$ cat src/design/ras_cfg.svh
// Constants of the return address stack: offsets, fields, resets, vectors.
// Assumes inclusion by bare name from the package and the top module.
`ifndef RAS_CFG_SVH
`define RAS_CFG_SVH

// ----------------------------------------------------------------
// Widths
// ----------------------------------------------------------------
`define RAS_PC_W        21
`define RAS_SP_W        5
`define RAS_AXI_AW      8
`define RAS_IMPL_BYTES  32768
`define RAS_WORD_W      16

// ----------------------------------------------------------------
// Register byte offsets on the AXI4-Lite port
// ----------------------------------------------------------------
`define RAS_OFS_PTR     8'h00
`define RAS_OFS_TOP_LO  8'h04
`define RAS_OFS_TOP_HI  8'h08
`define RAS_OFS_TOP_UP  8'h0c

// ----------------------------------------------------------------
// Pointer register fields and reset values
// ----------------------------------------------------------------
`define RAS_BIT_FULL    7
`define RAS_BIT_UNF     6
`define RAS_PTR_RST     8'h00
`define RAS_SP_RST      5'h00

// ----------------------------------------------------------------
// Vectors, program counter step, bus responses
// ----------------------------------------------------------------
`define RAS_VEC_RESET   21'h000000
`define RAS_VEC_A       21'h000008
`define RAS_VEC_B       21'h000018
`define RAS_PC_STEP     21'h000002
`define RAS_RESP_OKAY   2'b00
`define RAS_RESP_SLVERR 2'b10

`endif

$ cat src/design/ras_top_unused_note.sv
// Holds no logic: all logic of the return address stack is in ras_top.sv.
// Assumes nothing of its surroundings; it declares nothing.

$ cat src/design/ras_pkg.sv
// Types shared by the return address stack.
// Assumes ras_cfg.svh is on the include path.
`include "ras_cfg.svh"

package ras_pkg;

	// ----------------------------------------------------------------
	// Register selection
	// ----------------------------------------------------------------
	typedef enum logic [2:0] {
		ras_reg_none,
		ras_reg_ptr,
		ras_reg_lo,
		ras_reg_hi,
		ras_reg_up
	} ras_reg_t;

	// Pointer register layout
	typedef struct packed {
		logic                 full;   // Stack full flag
		logic                 unf;    // Stack underflow flag
		logic                 rsv;    // Reads zero
		logic [`RAS_SP_W-1:0] sp;     // Pointer value bits
	} ras_ptr_t;

	// Request from the instruction sequencer, one cycle each
	typedef struct packed {
		logic                 push;    // Push, call, relative call
		logic                 pop;     // Any return type
		logic                 int_ack; // Interrupt acknowledge
		logic                 int_sel; // 0: vector 0008h, 1: 0018h
		logic [`RAS_PC_W-1:0] pc;      // Program counter to save
	} ras_core_req_t;

endpackage : ras_pkg

$ cat src/design/ras_top.sv
// Return address stack with AXI4-Lite access and program fetch gating.
// Assumes core requests and sys_rst come from logic on clk, one pulse
// per operation, and that ovf_rst_en is a static configuration level.
//
// What this block does
// - Program counter is 21 bits wide
// - Reset vector 0000h, interrupts 0008h or 0018h
// - Fetches beyond implemented memory return zero
// - Program fetch port separate from register bus
// - Push on push, calls, interrupt acknowledge
// - Pop on all returns, latches untouched
// - 31 entries, 5-bit pointer, reset clears
// - Push: increment pointer, then write entry
// - Pop: read entry, then decrement pointer
// - Stack reachable only through its registers
// - Top entry bytes and pointer software accessible
// - Full flag after 31 pushes, sticky
// - Overflow reset: store pc plus two, reset
// - No overflow reset: pointer holds, overwrite
// - Pop at zero: load zero, set underflow
// - Underflow also resets when enabled
`timescale 1ns/100ps
`include "ras_cfg.svh"

module ras_top
	import ras_pkg::*;
#(
	parameter int DEPTH      = 31,
	parameter int IMPL_BYTES = `RAS_IMPL_BYTES
) (
	clk,
	arst_n,
	sys_rst,
	ovf_rst_en,
	core_req,
	pc_load_valid,
	pc_load,
	dev_reset_req,
	fetch_req,
	fetch_addr,
	mem_addr,
	mem_rdata,
	fetch_valid,
	fetch_data,
	s_axi_awaddr,
	s_axi_awvalid,
	s_axi_awready,
	s_axi_wdata,
	s_axi_wstrb,
	s_axi_wvalid,
	s_axi_wready,
	s_axi_bresp,
	s_axi_bvalid,
	s_axi_bready,
	s_axi_araddr,
	s_axi_arvalid,
	s_axi_arready,
	s_axi_rdata,
	s_axi_rresp,
	s_axi_rvalid,
	s_axi_rready
);
	localparam int MA_W = $clog2(IMPL_BYTES);

	input  wire logic                   clk;
	input  wire logic                   arst_n;
	input  wire logic                   sys_rst;
	input  wire logic                   ovf_rst_en;
	input  wire ras_core_req_t          core_req;
	output logic                        pc_load_valid;
	output logic [`RAS_PC_W-1:0]        pc_load;
	output logic                        dev_reset_req;
	input  wire logic                   fetch_req;
	input  wire logic [`RAS_PC_W-1:0]   fetch_addr;
	output logic [MA_W-1:0]             mem_addr;
	input  wire logic [`RAS_WORD_W-1:0] mem_rdata;
	output logic                        fetch_valid;
	output logic [`RAS_WORD_W-1:0]      fetch_data;
	input  wire logic [`RAS_AXI_AW-1:0] s_axi_awaddr;
	input  wire logic                   s_axi_awvalid;
	output logic                        s_axi_awready;
	input  wire logic [31:0]            s_axi_wdata;
	input  wire logic [3:0]             s_axi_wstrb;
	input  wire logic                   s_axi_wvalid;
	output logic                        s_axi_wready;
	output logic [1:0]                  s_axi_bresp;
	output logic                        s_axi_bvalid;
	input  wire logic                   s_axi_bready;
	input  wire logic [`RAS_AXI_AW-1:0] s_axi_araddr;
	input  wire logic                   s_axi_arvalid;
	output logic                        s_axi_arready;
	output logic [31:0]                 s_axi_rdata;
	output logic [1:0]                  s_axi_rresp;
	output logic                        s_axi_rvalid;
	input  wire logic                   s_axi_rready;

	// ----------------------------------------------------------------
	// Elaboration checks
	// ----------------------------------------------------------------
	// Pointer width is fixed at five bits, so the depth must fill it
	if (DEPTH != (1 << `RAS_SP_W) - 1) begin : g_bad_depth
		$error("DEPTH must be 2**SP_W - 1");
	end
	// A full-size memory would leave no space to gate, and the limit wraps
	if (IMPL_BYTES < 2 || IMPL_BYTES >= (1 << `RAS_PC_W) ||
	    (IMPL_BYTES & (IMPL_BYTES - 1)) != 0) begin : g_bad_impl
		$error("IMPL_BYTES must be a power of two within the space");
	end

	localparam logic [`RAS_SP_W-1:0] SP_TOP  = `RAS_SP_W'(DEPTH);
	localparam logic [`RAS_SP_W-1:0] SP_LAST = `RAS_SP_W'(DEPTH - 1);
	localparam logic [`RAS_PC_W-1:0] IMPL_LIM = `RAS_PC_W'(IMPL_BYTES);

	// ----------------------------------------------------------------
	// State
	// ----------------------------------------------------------------
	logic [`RAS_PC_W-1:0] stk_mem [1:DEPTH]; // No entry behind zero
	ras_ptr_t             ptr_r, ptr_nxt;    // Pointer register
	logic                 ld_v_r, ld_v_nxt;  // Program counter load
	logic [`RAS_PC_W-1:0] ld_pc_r, ld_pc_nxt;
	logic                 drq_r, drq_nxt;    // Device reset request
	logic                 boot_r, boot_nxt;  // First cycle after reset
	logic                 mem_we;            // Stack entry write
	logic [`RAS_SP_W-1:0] mem_idx;
	logic [`RAS_PC_W-1:0] mem_wd;
	logic                 push_any;          // Any saving request
	logic [`RAS_PC_W-1:0] top_val;           // Entry under pointer

	// AXI write and read channel state
	logic                   aw_h_r, aw_h_nxt;  // Address held
	logic [`RAS_AXI_AW-1:0] aw_a_r, aw_a_nxt;
	logic                   w_h_r, w_h_nxt;    // Data held
	logic [7:0]             w_d_r, w_d_nxt;    // Only low byte used
	logic                   w_s_r, w_s_nxt;    // Low lane strobe
	logic                   awr_r, awr_nxt;
	logic                   wr_r, wr_nxt;
	logic                   bv_r, bv_nxt;
	logic [1:0]             br_r, br_nxt;
	logic                   arr_r, arr_nxt;
	logic                   rv_r, rv_nxt;
	logic [1:0]             rr_r, rr_nxt;
	logic [31:0]            rd_r, rd_nxt;
	logic                   wr_go;             // Write performed now
	ras_reg_t               wsel, rsel;

	// Fetch pipeline
	logic                   f1_r, f1_nxt;      // Address issued
	logic                   in_r, in_nxt;      // Inside memory
	logic [MA_W-1:0]        ma_r, ma_nxt;
	logic                   fv_r, fv_nxt;
	logic [`RAS_WORD_W-1:0] fd_r, fd_nxt;

	// ----------------------------------------------------------------
	// Helpers
	// ----------------------------------------------------------------
	// Register decode shared by the read and write paths
	function automatic ras_reg_t reg_sel(input logic [`RAS_AXI_AW-1:0] a);
		if (a == `RAS_OFS_PTR) begin
			return ras_reg_ptr;
		end else if (a == `RAS_OFS_TOP_LO) begin
			return ras_reg_lo;
		end else if (a == `RAS_OFS_TOP_HI) begin
			return ras_reg_hi;
		end else if (a == `RAS_OFS_TOP_UP) begin
			return ras_reg_up;
		end else begin
			return ras_reg_none;
		end
	endfunction : reg_sel

	// Pointer zero has no storage, so it reads as zero
	assign top_val  = (ptr_r.sp == `RAS_SP_RST) ? '0 : stk_mem[ptr_r.sp];
	assign push_any = core_req.push | core_req.int_ack;
	assign wsel     = reg_sel(aw_a_r);
	assign rsel     = reg_sel(s_axi_araddr);
	assign wr_go    = aw_h_r & w_h_r & ~bv_r;

	// ----------------------------------------------------------------
	// Stack core
	// ----------------------------------------------------------------
	// Software flag clears go first so a hardware set in the same cycle wins
	always_comb begin
		ptr_nxt   = ptr_r;
		ld_v_nxt  = 1'b0;
		ld_pc_nxt = ld_pc_r;
		drq_nxt   = 1'b0;
		boot_nxt  = 1'b0;
		mem_we    = 1'b0;
		mem_idx   = ptr_r.sp;
		mem_wd    = core_req.pc;
		if (wr_go && w_s_r && wsel == ras_reg_ptr) begin
			// Zero clears a flag, one leaves it alone
			if (!w_d_r[`RAS_BIT_FULL]) begin
				ptr_nxt.full = 1'b0;
			end
			if (!w_d_r[`RAS_BIT_UNF]) begin
				ptr_nxt.unf = 1'b0;
			end
		end
		if (push_any) begin
			mem_we = 1'b1;
			if (ptr_r.sp >= SP_LAST) begin
				// This push fills the stack or lands beyond it
				ptr_nxt.full = 1'b1;
				mem_idx      = SP_TOP;
				if (ovf_rst_en) begin
					mem_wd     = core_req.pc + `RAS_PC_STEP;
					ptr_nxt.sp = `RAS_SP_RST;
					drq_nxt    = 1'b1;
				end else begin
					ptr_nxt.sp = SP_TOP;
				end
			end else begin
				// Increment first, write the new slot
				ptr_nxt.sp = ptr_r.sp + 5'h01;
				mem_idx    = ptr_r.sp + 5'h01;
			end
			if (core_req.int_ack) begin
				ld_v_nxt  = 1'b1;
				ld_pc_nxt = core_req.int_sel ? `RAS_VEC_B : `RAS_VEC_A;
			end
		end else if (core_req.pop) begin
			// Return value goes only to the counter, latches untouched
			ld_v_nxt  = 1'b1;
			ld_pc_nxt = top_val;
			if (ptr_r.sp == `RAS_SP_RST) begin
				ptr_nxt.unf = 1'b1;
				drq_nxt     = ovf_rst_en;
			end else begin
				ptr_nxt.sp = ptr_r.sp - 5'h01;
			end
		end else if (wr_go && w_s_r) begin
			// Software pointer value and entry edits only when no stack operation is under way
			if (wsel == ras_reg_ptr) begin
				ptr_nxt.sp = w_d_r[`RAS_SP_W-1:0];
			end else if (ptr_r.sp != `RAS_SP_RST) begin
				if (wsel == ras_reg_lo) begin
					mem_we = 1'b1;
					mem_wd = {top_val[20:8], w_d_r};
				end else if (wsel == ras_reg_hi) begin
					mem_we = 1'b1;
					mem_wd = {top_val[20:16], w_d_r, top_val[7:0]};
				end else if (wsel == ras_reg_up) begin
					mem_we = 1'b1;
					mem_wd = {w_d_r[4:0], top_val[15:0]};
				end
			end
		end
		// Any device reset clears the pointer and restarts at the vector
		if (sys_rst || boot_r) begin
			ptr_nxt.sp = `RAS_SP_RST;
			ld_v_nxt   = 1'b1;
			ld_pc_nxt  = `RAS_VEC_RESET;
		end
		ptr_nxt.rsv = 1'b0;
	end

	always_ff @(posedge clk or negedge arst_n) begin
		if (!arst_n) begin
			ptr_r   <= `RAS_PTR_RST;
			ld_v_r  <= 1'b0;
			ld_pc_r <= `RAS_VEC_RESET;
			drq_r   <= 1'b0;
			boot_r  <= 1'b1;
		end else begin
			ptr_r   <= ptr_nxt;
			ld_v_r  <= ld_v_nxt;
			ld_pc_r <= ld_pc_nxt;
			drq_r   <= drq_nxt;
			boot_r  <= boot_nxt;
		end
	end

	// Entry storage has no reset; pointer zero guards stale contents
	always_ff @(posedge clk) begin
		if (mem_we && mem_idx != `RAS_SP_RST) begin
			stk_mem[mem_idx] <= mem_wd;
		end
	end

	// ----------------------------------------------------------------
	// AXI4-Lite write channel
	// ----------------------------------------------------------------
	// Address and data may arrive in either order; both are held
	always_comb begin
		aw_h_nxt = aw_h_r;
		aw_a_nxt = aw_a_r;
		w_h_nxt  = w_h_r;
		w_d_nxt  = w_d_r;
		w_s_nxt  = w_s_r;
		bv_nxt   = bv_r;
		br_nxt   = br_r;
		if (s_axi_awvalid && awr_r) begin
			aw_h_nxt = 1'b1;
			aw_a_nxt = s_axi_awaddr;
		end
		if (s_axi_wvalid && wr_r) begin
			w_h_nxt = 1'b1;
			w_d_nxt = s_axi_wdata[7:0];
			w_s_nxt = s_axi_wstrb[0];
		end
		if (wr_go) begin
			// Stack only reachable through the decoded registers
			aw_h_nxt = 1'b0;
			w_h_nxt  = 1'b0;
			bv_nxt   = 1'b1;
			br_nxt   = (wsel == ras_reg_none) ? `RAS_RESP_SLVERR
			                                  : `RAS_RESP_OKAY;
		end else if (bv_r && s_axi_bready) begin
			bv_nxt = 1'b0;
		end
		awr_nxt = ~aw_h_nxt;
		wr_nxt  = ~w_h_nxt;
	end

	always_ff @(posedge clk or negedge arst_n) begin
		if (!arst_n) begin
			aw_h_r <= 1'b0;
			aw_a_r <= '0;
			w_h_r  <= 1'b0;
			w_d_r  <= '0;
			w_s_r  <= 1'b0;
			awr_r  <= 1'b1;
			wr_r   <= 1'b1;
			bv_r   <= 1'b0;
			br_r   <= `RAS_RESP_OKAY;
		end else begin
			aw_h_r <= aw_h_nxt;
			aw_a_r <= aw_a_nxt;
			w_h_r  <= w_h_nxt;
			w_d_r  <= w_d_nxt;
			w_s_r  <= w_s_nxt;
			awr_r  <= awr_nxt;
			wr_r   <= wr_nxt;
			bv_r   <= bv_nxt;
			br_r   <= br_nxt;
		end
	end

	// ----------------------------------------------------------------
	// AXI4-Lite read channel
	// ----------------------------------------------------------------
	// One read at a time; data shows state before the accepting edge
	always_comb begin
		arr_nxt = arr_r;
		rv_nxt  = rv_r;
		rr_nxt  = rr_r;
		rd_nxt  = rd_r;
		if (s_axi_arvalid && arr_r) begin
			arr_nxt = 1'b0;
			rv_nxt  = 1'b1;
			rr_nxt  = `RAS_RESP_OKAY;
			rd_nxt  = '0;
			if (rsel == ras_reg_ptr) begin
				rd_nxt[7:0] = ptr_r;
			end else if (rsel == ras_reg_lo) begin
				rd_nxt[7:0] = top_val[7:0];
			end else if (rsel == ras_reg_hi) begin
				rd_nxt[7:0] = top_val[15:8];
			end else if (rsel == ras_reg_up) begin
				rd_nxt[4:0] = top_val[20:16];
			end else begin
				rr_nxt = `RAS_RESP_SLVERR;
			end
		end else if (rv_r && s_axi_rready) begin
			rv_nxt  = 1'b0;
			arr_nxt = 1'b1;
		end
	end

	always_ff @(posedge clk or negedge arst_n) begin
		if (!arst_n) begin
			arr_r <= 1'b1;
			rv_r  <= 1'b0;
			rr_r  <= `RAS_RESP_OKAY;
			rd_r  <= '0;
		end else begin
			arr_r <= arr_nxt;
			rv_r  <= rv_nxt;
			rr_r  <= rr_nxt;
			rd_r  <= rd_nxt;
		end
	end

	// ----------------------------------------------------------------
	// Program fetch port
	// ----------------------------------------------------------------
	// Own bus, so fetches run alongside register traffic
	always_comb begin
		f1_nxt = fetch_req;
		in_nxt = (fetch_addr < IMPL_LIM);
		ma_nxt = fetch_req ? fetch_addr[MA_W-1:0] : ma_r;
		fv_nxt = f1_r;
		// Unimplemented space reads as all zeros, a no-operation
		fd_nxt = f1_r ? (in_r ? mem_rdata : '0) : fd_r;
	end

	always_ff @(posedge clk or negedge arst_n) begin
		if (!arst_n) begin
			f1_r <= 1'b0;
			in_r <= 1'b0;
			ma_r <= '0;
			fv_r <= 1'b0;
			fd_r <= '0;
		end else begin
			f1_r <= f1_nxt;
			in_r <= in_nxt;
			ma_r <= ma_nxt;
			fv_r <= fv_nxt;
			fd_r <= fd_nxt;
		end
	end

	// ----------------------------------------------------------------
	// Outputs
	// ----------------------------------------------------------------
	assign pc_load_valid = ld_v_r;
	assign pc_load       = ld_pc_r;
	assign dev_reset_req = drq_r;
	assign mem_addr      = ma_r;
	assign fetch_valid   = fv_r;
	assign fetch_data    = fd_r;
	assign s_axi_awready = awr_r;
	assign s_axi_wready  = wr_r;
	assign s_axi_bvalid  = bv_r;
	assign s_axi_bresp   = br_r;
	assign s_axi_arready = arr_r;
	assign s_axi_rvalid  = rv_r;
	assign s_axi_rresp   = rr_r;
	assign s_axi_rdata   = rd_r;
endmodule : ras_top

$ cat config.mk
export PLATFORM = sky130hd
export DESIGN_NAME = ras_top
export DESIGN_NICKNAME = d
export VERILOG_FILES = /design/src/design/ras_top_unused_note.sv /design/src/design/ras_pkg.sv /design/src/design/ras_top.sv
export VERILOG_INCLUDE_DIRS = /design/src /design/src/design
export SDC_FILE = /design/constraint.sdc
export NUM_CORES = 1
export LEC_CHECK = 0
export BUFFER_PORTS_ARGS = -buffer_cell sky130_fd_sc_hd__buf_2
export CORE_MARGIN = 10
export CORE_UTILIZATION = 50
export DETAILED_ROUTE_END_ITERATION = 12
export PLACE_DENSITY = 0.79
export SKIP_LAST_GASP = 1
export SLEW_MARGIN = 10
export SYNTH_ARGS = -nofsm -noshare
export SYNTH_HDL_FRONTEND = slang
export SYNTH_SLANG_ARGS = --single-unit
$ cat constraint.sdc
create_clock -name clk -period 6.3 [get_ports clk]
set_input_delay 0.945 -clock clk [delete_from_list [all_inputs] [get_ports clk]]
set_output_delay 0.945 -clock clk [all_outputs]
set_load 0.05 [all_outputs]
==> insert_results.sql <==
INSERT INTO impl_metrics (metric_group, metric, value, unit) VALUES
('yosys', 'mappedNetlistArea', '0.03099', 'sq mm'),
('pwr', 'p_sw', '2.818', 'mW'),
('cells_and_area', 'n_fill_cell', '4478', ''),
('routing', 'num_vias', '18420', ''),
('clocking', 'cts_post_setup_buffers_inserted', '0', ''),
('global_routing', 'pin_count_of_the_biggest_net_entering_global_routing', '102', ''),
('routing', 'number_of_detailed_route_iterations_in_the_first_pass', '8', ''),
('clocking', 'clk_latency', '630', 'ps'),
('yosys', 'post_synth_main_area_contributors', 'edfxtp_1, mux4_2, dfrtp_1, mux2i_1, nor2_1', ''),
('worst_setup_path', 'worst-r2r-cell-count', '8', ''),
('outcome', 'status', 'finished clean', ''),
('sta', 'setup_total_negative_slack', '0', 'ps'),
('floorplanning', 'die-height', '268.9', 'um'),
('worst_setup_path', 'worst-setup-path-type', 'register to register', ''),
('floorplanning', 'core_area', '0.06148', 'sq mm'),
('sta', 'rsz0062_at_grt', 'false', ''),
('global_routing', 'grt_pass1_wl', '119400', 'um'),
('pwr', 'static_leakage', '11.79', 'nW'),
('worst_setup_path', 'crit-reg2reg-capture', 'stk_mem[19][12]$_DFFE_PP_', ''),
('yosys', 'synthesis.area_per_instance', '16.85', 'sq um'),
('worst_setup_path', 'timing.reg2reg.setup_slack', '1530', 'ps'),
('global_routing', 'global_route.usage.total', '22.27', '%'),
('pwr', 'comb_power_share', '10.7', '%'),
('cells_and_area', 'final_net_count', '2166', ''),
('clocking', 'clock_tree_from_tritoncts', 'done', ''),
('clocking', 'clk_root_buffer_cell', 'clkbuf_16', ''),
('floorplanning', 'design.portCount', '220', ''),
('routing', 'drc', '0', ''),
('floorplanning', 'row_count', '91', ''),
('sta', 'worst_slew_margin_rel', '19.21', '%'),
('pwr', 'clock_power_share', '38.1', '%'),
('worst_setup_path', 'reg2reg_from', 'ptr_r[1]$_DFFE_PN0P_', ''),
('pwr', 'vdd_ir_drop_max', '0.2097', 'mV'),
('yosys', 'synth_area_leader_cell', 'edfxtp_1', ''),
('routing', 'postRouteAntennaNets', '0', ''),
('clocking', 'clock-sinks', '750', ''),
('sta', 'final_max_slew_viol_count', '0', ''),
('clocking', 'cts.reportedPaths.clkPinSlew', '60', 'ps'),
('global_routing', 'first_global_vias', '18450', ''),
('global_routing', 'antenna_found_initial', '6', ''),
('clocking', 'ctsResizeCount', '0', ''),
('yosys', 'asyncSetResetFlopFracSynth', '13.20', '%'),
('job', 'maxCapViolCount', '0', ''),
('sta', 'final_critical_path_setup_slack', '1530', 'ps'),
('hold_path', 'hold_class', 'input port to asynchronous set/reset pin', ''),
('yosys', 'ys_seq_area_share', '71.10', '%'),
('worst_setup_path', 'critPathLaunchType', 'register', ''),
('sta', 'timing_hold_violations_final', '0', ''),
('worst_setup_path', 'critical_path_required', '6630', 'ps'),
('yosys', 'ys_seq_elements', '750', ''),
('pwr', 'seq_power_share', '51.2', '%'),
('floorplanning', 'die_width', '268.9', 'um'),
('yosys', 'postSynthCellCount', '1839', ''),
('yosys', 'post-synth-top-count-cell', 'edfxtp_1', ''),
('placed_design', 'portBuffers', '166', ''),
('pwr', 'p_int', '8.411', 'mW'),
('yosys', 'synth.top_cells.by_count', 'edfxtp_1, mux4_2, nor2_1', ''),
('yosys', 'yosysUniqueCellTypes', '84', ''),
('pwr', 'power_density', '318.6', 'mW/mm^2'),
('clocking', 'cts-htree-levels', '3', ''),
('placed_design', 'routabilityCongestion', '0.9513', ''),
('sta', 'timing.final.crit_period', '4770', 'ps'),
('clocking', 'numCtsBuffers', '73', ''),
('clocking', 'max-clock-path-buffers', '3', ''),
('sta', 'finalCritPeriodShare', '75.72', '%'),
('pwr', 'power.switching_fraction', '25.10', '%'),
('sta', 'worst_pin_slew', '1209', 'ps'),
('routing', 'via_density_per_instance', '6.381', ''),
('worst_setup_path', 'critPathArrivalTime', '5100', 'ps'),
('cells_and_area', 'area_delta_synth_final', '13.72', '%'),
('sta', 'skew', '23.52', 'ps');
==> sequential cells by signal, summed over array words and instances (netlist names), 7 cells and up <==
register     flops
aw_a_r           8
mem_addr        15
s_axi_rdata      8
pc_load         21
ptr_r            7
stk_mem        651
fetch_data      16
w_d_r            8
==> cells in the final DEF, fill, tap and decap left out, drive strengths merged, types with 40 or more instances in the layout <==
cell type	count
edfxtp	651
buf	232
mux4	128
nor2	104
dfrtp	95
mux2i	88
clkbuf	83
nand2	82
o21ai	62
nand3	53
a21oi	52
inv	40
==> routing by layer <==
layer  global-route usage [%]  share of wire [%]  vias to the layer above
met5                        0              0.016                        -
met4                    9.276                3.7                        2
met3                    4.677                 11                      199
met2                    36.73                 48                     1167
met1                    28.42                 37                     9357
li1                         -                  -                     7696
==> cell families after synthesis <==
group	count (synthesis)	share of synthesized area, %
fa+ha+maj	5	0.2019
flops	750	71.10
buf+inv	169	2.822
other cells	1	0.01210
mux	251	13.42
xor+xnor	9	0.2544
compound gates	307	6.893
simple gates	347	5.302
==> per-stage QoR <==
step	instance area [sq um]	hold slack [ps]	instances	total power, mW
2_1_floorplan	31080	427.5	1865	6.603
3_3_place_gp	32860	462.4	2751	6.985
3_5_place_dp	32860	465.2	2751	7.023
4_1_cts	35200	238.6	2883	11.28
5_1_grt	35230	280.3	2884	11.57
6_report	35240	262.1	2887	11.23
==> how the worst max path moves through the flow <==
stage / cells past startpoint / end / startpoint
after floorplan: 13 / stk_mem[19][0]$_DFFE_PP_ / ptr_r[0]$_DFFE_PN0P_
after global routing: 8 / stk_mem[19][12]$_DFFE_PP_ / ptr_r[1]$_DFFE_PN0P_
final: 8 / stk_mem[19][12]$_DFFE_PP_ / ptr_r[1]$_DFFE_PN0P_
after CTS: 8 / stk_mem[19][12]$_DFFE_PP_ / ptr_r[1]$_DFFE_PN0P_
after detailed placement: 8 / stk_mem[20][12]$_DFFE_PP_ / ptr_r[1]$_DFFE_PN0P_
after global placement: 8 / stk_mem[20][12]$_DFFE_PP_ / ptr_r[1]$_DFFE_PN0P_
==> layout make-up <==
type,instances,area [sq um],share of cell area (%)
clock buffers,83,1864,5.290
flip-flops and latches,750,22040,62.55
clock inverters,49,474.2,1.346
repair buffers,232,1349,3.827
multi-input cells,946,8387,23.80
diodes,3,7.507,0.02130
inverters,34,127.6,0.3622
well taps,790,988.4,2.805
==> power by group through the flow <==
stage	Sequential, mW	Clock (mW)	Combinational, mW
CTS	5.74	4.34	1.19
detailed placement	5.84	0	1.18
global route	5.76	4.53	1.28
floorplan	5.87	0	0.734
global placement	5.83	0	1.15
finish	5.74	4.28	1.20
==> worst max-delay path, cell delays in order, from the launching register on <==
cell	delay [ps]
dfrtp_4	780
buf_4	840
ha_1	340
o2111a_1	470
nand4_1	440
nor3_1	610
nand2_1	130
a21oi_1	170
o221a_2	650
(Power assumes the default switching activity.)
